**src/core/rsc_pkg.sv**
```systemverilog
// Constants, register map and types of the reset controller
// Behaviour
// - Reset comes from the pin, software request, watchdog overflow, or power-on/low voltage.
// - Writing one to the soft reset request bit starts a software reset.
// - Pin low is synchronised to the system clock, then noise filtered before use.
// - A pin reset puts port and peripheral pins into reset state asynchronously.
// - An uncleared watchdog timeout raises a watchdog reset.
// - Software or watchdog reset lasts one pre-reset cycle plus two cycles at clock/32.
// - RAM protection adds one pre-reset cycle; oscillator standby adds the oscillation wait.
// - Power-on or low-voltage reset holds reset through the whole oscillation wait.
// - Reset-output variants drive the pin low on internal resets only, never on pin reset.
// - Any reset source makes the CPU drop its work and wait at once.
// - After release the CPU performs a mode fetch of mode data and vector.
// - Mode fetch waits for main oscillator settling, and oscillation after power-up/sub/stop.
// - Except on power-on/low voltage, a RAM access in progress completes before the internal reset asserts.
// - Pins stay high impedance from reset until software configures them.
// - Cause bits 7 to 5 read zero and ignore writes.
// - Pin flag bit 4 set by pin reset, kept otherwise, cleared by read.
// - Watchdog flag bit 3 set by watchdog reset, kept otherwise, cleared by read.
// - Power-on flag bit 2 set by power-on reset, kept otherwise, cleared by read.
// - Hardware flag bit 1 set by every non-software reset, cleared by read.
// - Software flag bit 0 set by software reset, cleared by read or power-on.
// - After power-on the cause shows power-on and hardware set, software clear.
// - Oscillation wait setting is reinitialised only by power-on reset.
package rsc_pkg;

  // Register byte offsets
  localparam logic [3:0] RSC_ADR_CAUSE = 4'h0;
  localparam logic [3:0] RSC_ADR_STBY  = 4'h4;
  localparam logic [3:0] RSC_ADR_WAIT  = 4'h8;

  // Cause register field positions
  localparam int RSC_BIT_PIN = 4;
  localparam int RSC_BIT_WDT = 3;
  localparam int RSC_BIT_PON = 2;
  localparam int RSC_BIT_HWR = 1;
  localparam int RSC_BIT_SWR = 0;

  // Standby control field and wait register layout
  localparam int         RSC_BIT_SOFT_REQ = 0;
  localparam int         RSC_WAIT_W       = 4;
  localparam logic [3:0] RSC_WAIT_RST     = 4'hf;

  // Timing
  localparam int          RSC_CLK_MHZ       = 40;
  localparam logic [4:0]  RSC_INIT_DIV_LAST = 5'h1f;
  localparam logic [1:0]  RSC_INIT_CYCLES   = 2'h2;
  localparam int          RSC_CR_WAIT_NS    = 10000;
  localparam logic [15:0] RSC_CR_WAIT_CYC   = 16'((RSC_CR_WAIT_NS * RSC_CLK_MHZ + 999) / 1000);
  localparam int          RSC_OSC_UNIT_CYC  = 256;
  localparam int          RSC_FILT_MIN      = 4;

  typedef enum logic [2:0] {
    RSC_RUN   = 3'b000,
    RSC_DEFER = 3'b001,
    RSC_PRE   = 3'b010,
    RSC_EXTH  = 3'b011,
    RSC_INIT  = 3'b100,
    RSC_OSCW  = 3'b101,
    RSC_CRW   = 3'b110,
    RSC_FETCH = 3'b111
  } rsc_state_t;

  typedef enum logic [1:0] {
    RSC_SRC_SW  = 2'b00,
    RSC_SRC_WDT = 2'b01,
    RSC_SRC_EXT = 2'b10,
    RSC_SRC_PON = 2'b11
  } rsc_src_t;

endpackage

```
**src/core/rsc_reset_ctrl.sv**
```systemverilog
// Reset sequencer, cause flags and pin control
`timescale 1ns/1ps
module rsc_reset_ctrl import rsc_pkg::*; #(
  parameter bit HAS_RST_OUT = 1'b1,
  parameter int FILT_MIN    = RSC_FILT_MIN,
  parameter int OSC_UNIT    = RSC_OSC_UNIT_CYC
) (
  input  wire logic       clk_i,
  input  wire logic       rst_i,
  input  wire logic       ext_rst_n_i,
  input  wire logic       lvd_i,
  input  wire logic       wdt_ovf_i,
  input  wire logic       ram_busy_i,
  input  wire logic       mclk_en_i,
  input  wire logic       osc_stby_i,
  input  wire logic       sub_stop_i,
  input  wire logic       fetch_done_i,
  input  wire logic       pin_cfg_i,
  input  wire logic       cyc_i,
  input  wire logic       stb_i,
  input  wire logic       we_i,
  input  wire logic [3:0] adr_i,
  input  wire logic [3:0] sel_i,
  input  wire logic [31:0] dat_i,
  output logic [31:0]     dat_o,
  output logic            ack_o,
  output logic            core_rst_o,
  output logic            cpu_halt_o,
  output logic            fetch_req_o,
  output logic            pins_hiz_o,
  output logic            rst_pin_o,
  output logic            rst_pin_oe_n_o
);

  // Pin synchronisers and noise filter
  logic       ext_meta, ext_sync, lvd_meta, lvd_sync;
  logic [7:0] filt_cnt, next_filt_cnt;
  logic       ext_lvl;

  always_comb begin
    next_filt_cnt = filt_cnt;
    if (ext_sync) begin
      next_filt_cnt = 8'h00;
    end else if (filt_cnt != 8'(FILT_MIN)) begin
      next_filt_cnt = filt_cnt + 8'h01;
    end
  end

  always_ff @(posedge clk_i) begin
    if (rst_i) begin
      ext_meta <= 1'b1;
      ext_sync <= 1'b1;
      lvd_meta <= 1'b0;
      lvd_sync <= 1'b0;
      filt_cnt <= 8'h00;
    end else begin
      ext_meta <= ext_rst_n_i;
      ext_sync <= ext_meta;
      lvd_meta <= lvd_i;
      lvd_sync <= lvd_meta;
      filt_cnt <= next_filt_cnt;
    end
  end

  // Short lows never reach the count, so they cannot reset the core
  assign ext_lvl = (filt_cnt == 8'(FILT_MIN));

  // Sequencer
  rsc_state_t state, next_state;
  rsc_src_t   kind, next_kind;
  logic [15:0] cnt, next_cnt;
  logic [4:0]  div, next_div;
  logic        init_en;
  logic        sw_req;
  logic        ev_pin, ev_wdt, ev_pon, ev_sw;
  logic        next_core_rst, next_halt, next_fetch, next_oe_n;
  logic        hiz, next_hiz;
  logic [RSC_WAIT_W-1:0] osc_wait_time_register, next_osc_wait_time_register;
  logic [15:0] osc_last;

  assign init_en  = (div == RSC_INIT_DIV_LAST);
  assign osc_last = 16'((32'(osc_wait_time_register) + 32'd1) * 32'(OSC_UNIT) - 32'd1);

  always_comb begin
    next_state = state;
    next_kind  = kind;
    next_cnt   = cnt;
    next_div   = div + 5'h01;
    ev_pin     = 1'b0;
    ev_wdt     = 1'b0;
    ev_pon     = 1'b0;
    ev_sw      = 1'b0;
    // Source priority: power-on, pin, watchdog, software
    if (lvd_sync) begin
      next_state = RSC_OSCW;
      next_kind  = RSC_SRC_PON;
      next_cnt   = 16'h0000;
      ev_pon     = 1'b1;
    end else if (ext_lvl && !(kind == RSC_SRC_EXT &&
                 (state == RSC_DEFER || state == RSC_EXTH))) begin
      next_state = ram_busy_i ? RSC_DEFER : RSC_EXTH;
      next_kind  = RSC_SRC_EXT;
      ev_pin     = 1'b1;
    end else if (wdt_ovf_i || sw_req) begin
      next_state = ram_busy_i ? RSC_DEFER : RSC_PRE;
      next_kind  = wdt_ovf_i ? RSC_SRC_WDT : RSC_SRC_SW;
      ev_wdt     = wdt_ovf_i;
      ev_sw      = !wdt_ovf_i;
    end else begin
      unique case (state)
        RSC_RUN: begin
        end
        RSC_DEFER: begin
          // Access done, then one pre-reset machine cycle more, or straight to the pin hold for a pin reset
          if (!ram_busy_i && mclk_en_i) begin
            next_state = (kind == RSC_SRC_EXT) ? RSC_EXTH : RSC_PRE;
          end
        end
        RSC_PRE: begin
          if (mclk_en_i) begin
            // Restart the divider so both initial-rate cycles are whole
            next_state = RSC_INIT;
            next_cnt   = 16'h0000;
            next_div   = 5'h00;
          end
        end
        RSC_EXTH: begin
          if (!ext_lvl) begin
            next_state = RSC_INIT;
            next_cnt   = 16'h0000;
            next_div   = 5'h00;
          end
        end
        RSC_INIT: begin
          if (init_en) begin
            next_cnt = cnt + 16'h0001;
            if (cnt[1:0] == RSC_INIT_CYCLES - 2'h1) begin
              next_state = (osc_stby_i || sub_stop_i) ? RSC_OSCW : RSC_CRW;
              next_cnt   = 16'h0000;
            end
          end
        end
        RSC_OSCW: begin
          next_cnt = cnt + 16'h0001;
          if (cnt >= osc_last) begin
            next_state = RSC_CRW;
            next_cnt   = 16'h0000;
          end
        end
        RSC_CRW: begin
          next_cnt = cnt + 16'h0001;
          if (cnt >= RSC_CR_WAIT_CYC - 16'h0001) begin
            next_state = RSC_FETCH;
            next_cnt   = 16'h0000;
          end
        end
        RSC_FETCH: begin
          if (fetch_done_i) begin
            next_state = RSC_RUN;
          end
        end
      endcase
    end
    next_core_rst = (next_state == RSC_PRE) || (next_state == RSC_EXTH) ||
                    (next_state == RSC_INIT) || (next_state == RSC_OSCW);
    next_halt     = (next_state != RSC_RUN);
    next_fetch    = (next_state == RSC_FETCH);
    next_oe_n     = !(HAS_RST_OUT && next_core_rst && next_kind != RSC_SRC_EXT);
    next_hiz      = hiz;
    if (next_core_rst) begin
      next_hiz = 1'b1;
    end else if (pin_cfg_i && next_state == RSC_RUN) begin
      next_hiz = 1'b0;
    end
  end

  always_ff @(posedge clk_i) begin
    if (rst_i) begin
      state       <= RSC_OSCW;
      kind        <= RSC_SRC_PON;
      cnt         <= 16'h0000;
      div         <= 5'h00;
      core_rst_o  <= 1'b1;
      cpu_halt_o  <= 1'b1;
      fetch_req_o <= 1'b0;
      hiz         <= 1'b1;
      rst_pin_oe_n_o <= !HAS_RST_OUT;
    end else begin
      state       <= next_state;
      kind        <= next_kind;
      cnt         <= next_cnt;
      div         <= next_div;
      core_rst_o  <= next_core_rst;
      cpu_halt_o  <= next_halt;
      fetch_req_o <= next_fetch;
      hiz         <= next_hiz;
      rst_pin_oe_n_o <= next_oe_n;
    end
  end

  // Raw pin bypasses the synchroniser on purpose: pins must go safe without a clock
  assign pins_hiz_o = hiz || !ext_rst_n_i;
  assign rst_pin_o  = 1'b0;

  // Wishbone registers
  logic [4:0]  cause, next_cause;
  logic        next_ack;
  logic [31:0] next_dat;
  logic        bus_req, rd_cause;

  assign bus_req  = cyc_i && stb_i && !ack_o;
  assign rd_cause = bus_req && !we_i && (adr_i == RSC_ADR_CAUSE);
  assign sw_req   = bus_req && we_i && (adr_i == RSC_ADR_STBY) && sel_i[0] &&
                    dat_i[RSC_BIT_SOFT_REQ];

  always_comb begin
    next_ack   = bus_req;
    next_dat   = 32'h0000_0000;
    next_cause = cause;
    next_osc_wait_time_register  = osc_wait_time_register;
    if (rd_cause) begin
      next_cause = 5'h00;
    end
    if (bus_req && !we_i) begin
      unique case (adr_i)
        RSC_ADR_CAUSE: next_dat = {27'h0000000, cause};
        RSC_ADR_WAIT:  next_dat = {28'h0000000, osc_wait_time_register};
        default:       next_dat = 32'h0000_0000;
      endcase
    end
    if (bus_req && we_i && adr_i == RSC_ADR_WAIT && sel_i[0]) begin
      next_osc_wait_time_register = dat_i[RSC_WAIT_W-1:0];
    end
    // Events win over a same-cycle read clear
    if (ev_pin) begin
      next_cause[RSC_BIT_PIN] = 1'b1;
    end
    if (ev_wdt) begin
      next_cause[RSC_BIT_WDT] = 1'b1;
    end
    if (ev_pon) begin
      next_cause[RSC_BIT_PON] = 1'b1;
      next_cause[RSC_BIT_SWR] = 1'b0;
      next_osc_wait_time_register               = RSC_WAIT_RST;
    end
    if (ev_pin || ev_wdt || ev_pon) begin
      next_cause[RSC_BIT_HWR] = 1'b1;
    end
    if (ev_sw) begin
      next_cause[RSC_BIT_SWR] = 1'b1;
    end
  end

  always_ff @(posedge clk_i) begin
    if (rst_i) begin
      cause <= 5'h06;
      osc_wait_time_register  <= RSC_WAIT_RST;
      ack_o <= 1'b0;
      dat_o <= 32'h0000_0000;
    end else begin
      cause <= next_cause;
      osc_wait_time_register  <= next_osc_wait_time_register;
      ack_o <= next_ack;
      dat_o <= next_dat;
    end
  end

  logic quiet;
  assign quiet = !lvd_sync && !ext_lvl && !wdt_ovf_i;
endmodule

```
**config.mk**
```make
export PLATFORM = sky130hd
export DESIGN_NAME = rsc_reset_ctrl
export DESIGN_NICKNAME = d
export VERILOG_FILES = /design/src/core/rsc_pkg.sv /design/src/core/rsc_reset_ctrl.sv
export SDC_FILE = /design/constraint.sdc
export NUM_CORES = 1
export LEC_CHECK = 0
export ABC_AREA = 1
export BUFFER_PORTS_ARGS = -buffer_cell sky130_fd_sc_hd__clkbuf_2
export CAP_MARGIN = 20
export CORE_ASPECT_RATIO = 1.1
export CORE_MARGIN = 2
export CORE_UTILIZATION = 39
export CTS_CLUSTER_DIAMETER = 40
export DETAILED_ROUTE_END_ITERATION = 6
export MAX_ROUTING_LAYER = met4
export PLACE_DENSITY = 0.72
export SYNTH_ARGS = -nofsm -noshare
export SYNTH_HDL_FRONTEND = slang
export SYNTH_SLANG_ARGS = --single-unit
```
**constraint.sdc**
```tcl
create_clock -name clk_i -period 5.2 [get_ports clk_i]
set_clock_uncertainty 0.15 [all_clocks]
set_input_delay 0.78 -clock clk_i [delete_from_list [all_inputs] [get_ports clk_i]]
set_output_delay 0.78 -clock clk_i [all_outputs]
set_load 0.02 [all_outputs]
```
==> impl.org <==
** Placement
- I/O Buffers :: 33
- Post-DP HPWL :: 5.25 mm
- Routability-driven placement finished with a final weighted congestion of 0.892.
- OpenSTA, run right after detailed placement, puts the worst setup slack at 2.14 ns.

** Yosys
- Counting flops and latches in the post-synthesis netlist gives 58.
- A synthesized cell averages 7.03 sq um.
- Count of mapped cells out of synthesis :: 477
- The share of the Yosys chip area taken by registers is 0.346.
- Counting distinct cell types in the post-synthesis netlist gives 38.
- The Yosys step of the flow raised 0 warnings.
- Mapped Area :: 3350 sq um

** Global route
- GR Overflow Total :: 0
- For this run, the total global-route usage over all layers was measured as 0.158.
- Met3 routing resource usage after global routing :: 0.0432
- Number of global-route vias before repair :: 2766
- Global-route track usage on met1 :: 0.183
- For met2 alone, demand over resource in global routing was 0.259.
- Peak-usage layer in the global routing report :: met2
- Entering global routing, the biggest net connects 20 pins.
- Initial antenna violation count :: 0
- The first global-routing pass estimated 11.7 mm of wire.

** Floorplanning
- For this configuration, the core starts out at a cell density of 0.401.
- The total area inside the core boundary comes to 8360 sq um.
- The die is 92.4 um wide.
- I/O pins :: 93
- Die H :: 101 um
- The die covers 9360 sq um.
- Core Rows :: 35

** Detailed routing
- Total via count in the routed design :: 2961
- WL/cell :: 10.8 um
- Using the TritonRoute via totals, the vias-per-cell ratio works out to 4.68.
- Once detail routing completed, the nets flagged for antenna violations numbered 0.
- Number of design rule violations left after detail routing :: 0
- Total wire length :: 6.81 mm
- Count of TritonRoute iterations in the first routing pass :: 5
- After the first detailed-routing iteration, the DRC count stood at 170.

** Pwr
- Leakage component of the power :: 1.75 nW
- Design Power :: 944 uW
- Power spread over the standard cell area amounts to 255 nW/um^2.
- IR analysis of the VDD net gives a maximum drop of 0.000107 V.

** Timing
- Highest clock rate :: 324 MHz
- For the pin with the worst max-slew slack, the measured transition is 0.525 ns.
- The final count of hold timing violations came to 0.
- Sum of negative setup slack :: 0 ns
- Of the available clock period, the critical path in the final layout requires 0.594.
- The final count of pins violating max slew was 0.
- In this run the tightest slew margin relative to its limit is 0.647.
- Setup slack on the critical path of the routed design comes to 2.11 ns.
- The smallest clock period supported by the final layout is computed as 3.09 ns.
- Setup violations remaining at the end of the flow were counted as 0.
- Setup repair after global routing missed its margin :: false

** Clocking
- Clock-pin slew was measured on the worst setup and hold paths at 0.08 ns.
- The cell sitting at the root of the clock tree is a sky130_fd_sc_hd__clkbuf_8.
- The H-tree was split into 3 levels.
- Number of buffers inserted during clock tree synthesis :: 9
- In this run the deepest clock path goes through 2 buffers.
- The number of hold buffers added after CTS was 0.
- Clock tree from TritonCTS :: done
- Count of instances resized after the clock tree is built :: 0
- The number of setup buffers added after CTS is 0.
- The later pin in the worst-skew pair is clocked with a latency of 0.34 ns.
- Clock sinks :: 58

** Layout
- Fill cells in the final layout number 853.
- Fraction of layout instances using a drive strength above 1 :: 0.140
- The area growth from synthesis to layout is 10.4%.
- The repair_antennas step left the layout with diodes totalling 0.
- Number of nets in the layout :: 587
- Share of the core filled with cells in the final layout :: 0.443

** Critical path
- Endpoint arrival time on the critical path :: 3.15 ns
- Element type at the critical path end :: register
- STA puts the critical path data required time at 5.26 ns.
- Maximum fanout count along the critical path :: 8
- STA classifies the critical path startpoint as a register.
- The worst setup path is of the register to register kind.

** Min path
- The tightest min-delay check is of the register to register type.

** Run status
- Result of the run :: finished clean

** Job
- Across the run, the number of max-cap violations was 0.
[registers in the layout, summed over array words and instances (netlist names), 2 cells and up]
signal and cells:
cnt 16, kind 2, cause 5, osc_wait_time_register 4, dat_o 5, state 3
filt_cnt 8, div 5
[worst max-delay path, stage by stage, from the launching register on]
cell and delay [ns]:
sky130_fd_sc_hd__dfxtp_1 0.42, sky130_fd_sc_hd__ha_1 0.29, sky130_fd_sc_hd__a2111oi_0 0.32, sky130_fd_sc_hd__o21ai_0 0.26
sky130_fd_sc_hd__ha_1 0.36, sky130_fd_sc_hd__nand2_1 0.07, sky130_fd_sc_hd__nor2_1 0.16, sky130_fd_sc_hd__nand2_1 0.09
sky130_fd_sc_hd__nand4_1 0.18, sky130_fd_sc_hd__o211ai_2 0.20, sky130_fd_sc_hd__o21ai_2 0.38, sky130_fd_sc_hd__nor2_1 0.09
[cell usage in the layout (no fill, tap or decap), types with 11 or more instances in the layout]
cell	instances
sky130_fd_sc_hd__nand2_1	96
sky130_fd_sc_hd__nor2_1	65
sky130_fd_sc_hd__inv_1	58
sky130_fd_sc_hd__dfxtp_1	58
sky130_fd_sc_hd__nand3_1	42
sky130_fd_sc_hd__clkbuf_2	33
sky130_fd_sc_hd__conb_1	28
sky130_fd_sc_hd__a21oi_1	24
sky130_fd_sc_hd__ha_1	16
sky130_fd_sc_hd__o21ai_0	14
sky130_fd_sc_hd__xor2_1	12
sky130_fd_sc_hd__nor3_1	11
[metrics by stage]
| stage | std cells | hold WS [ns] | area (sq um) |
|---|---|---|---|
| 2_1_floorplan | 504 | 0.238 | 3450 |
| 3_3_place_gp | 617 | 0.242 | 3530 |
| 3_5_place_dp | 617 | 0.251 | 3530 |
| 4_1_cts | 633 | 0.261 | 3700 |
| 5_1_grt | 633 | 0.270 | 3700 |
| 6_report | 633 | 0.256 | 3700 |
[area by class of cell]
type | instances | area (sq um) | area share
multi-input cells | 352 | 1830 | 0.493
well taps | 111 | 139 | 0.0375
flip-flops and latches | 58 | 1160 | 0.314
clock buffers | 9 | 124 | 0.0335
inverters | 62 | 233 | 0.0629
repair buffers | 34 | 173 | 0.0466
clock inverters | 7 | 46.3 | 0.0125
[path summary, 6_finish.rpt]
check                           slack (ns)  endpoint                      start  depth (start not counted)
worst max-delay path                  2.11    cnt[7]  osc_wait_time_register[0]                         11
worst min-delay path                  0.26  ext_sync                   ext_meta                          1
worst max register to register        2.11    cnt[7]  osc_wait_time_register[0]                         11
worst min register to register        0.26  ext_sync                   ext_meta                          1
[cells by family after synthesis]
family                   count (synthesis)  synth area share
AND/OR/NAND/NOR                        242             0.323
buffers and inverters                   94             0.139
flip-flops                              58             0.346
AO/OA/AOI/OAI                           49            0.0866
XOR/XNOR                                17            0.0444
adder cells (fa/ha/maj)                 16            0.0597
other                                    1           0.00112
[power breakdown]
group | internal (mW) | total [mW] | leakage [nW] | switching [mW]
Clock | 0.170 | 0.359 | 0.0810 | 0.189
Combinational | 0.0336 | 0.119 | 1.20 | 0.0857
Sequential | 0.457 | 0.466 | 0.472 | 0.00864
[synthesized netlist by cell type, drive strengths merged]
cell type | instances | share of area
nor2 | 69 | 0.082
o21a | 1 | 0.0022
o21ai | 17 | 0.028
inv | 62 | 0.069
buf | 30 | 0.068
and3 | 1 | 0.0019
conb | 1 | 0.0011
a21o | 2 | 0.0045
dfxtp | 58 | 0.35
nand4 | 9 | 0.017
a2111oi | 1 | 0.0026
nand3b | 1 | 0.0022
a21oi | 25 | 0.041
a211oi | 1 | 0.0022
xor2 | 12 | 0.031
ha | 16 | 0.060
nor3b | 3 | 0.0082
o211ai | 1 | 0.0037
xnor2 | 5 | 0.013
clkbuf | 2 | 0.0022
or2 | 2 | 0.0037
nand2 | 100 | 0.11
a32o | 1 | 0.0030
nand3 | 44 | 0.071
nor3 | 13 | 0.022
[metal layers]
layer  vias to the layer above  wire (um)
met3                        18        395
met2                        70       3140
li1                       1557          -
met1                      1316       3120
met4                         0        151
met5                         -          0
Power figures use the tool's default switching activity.
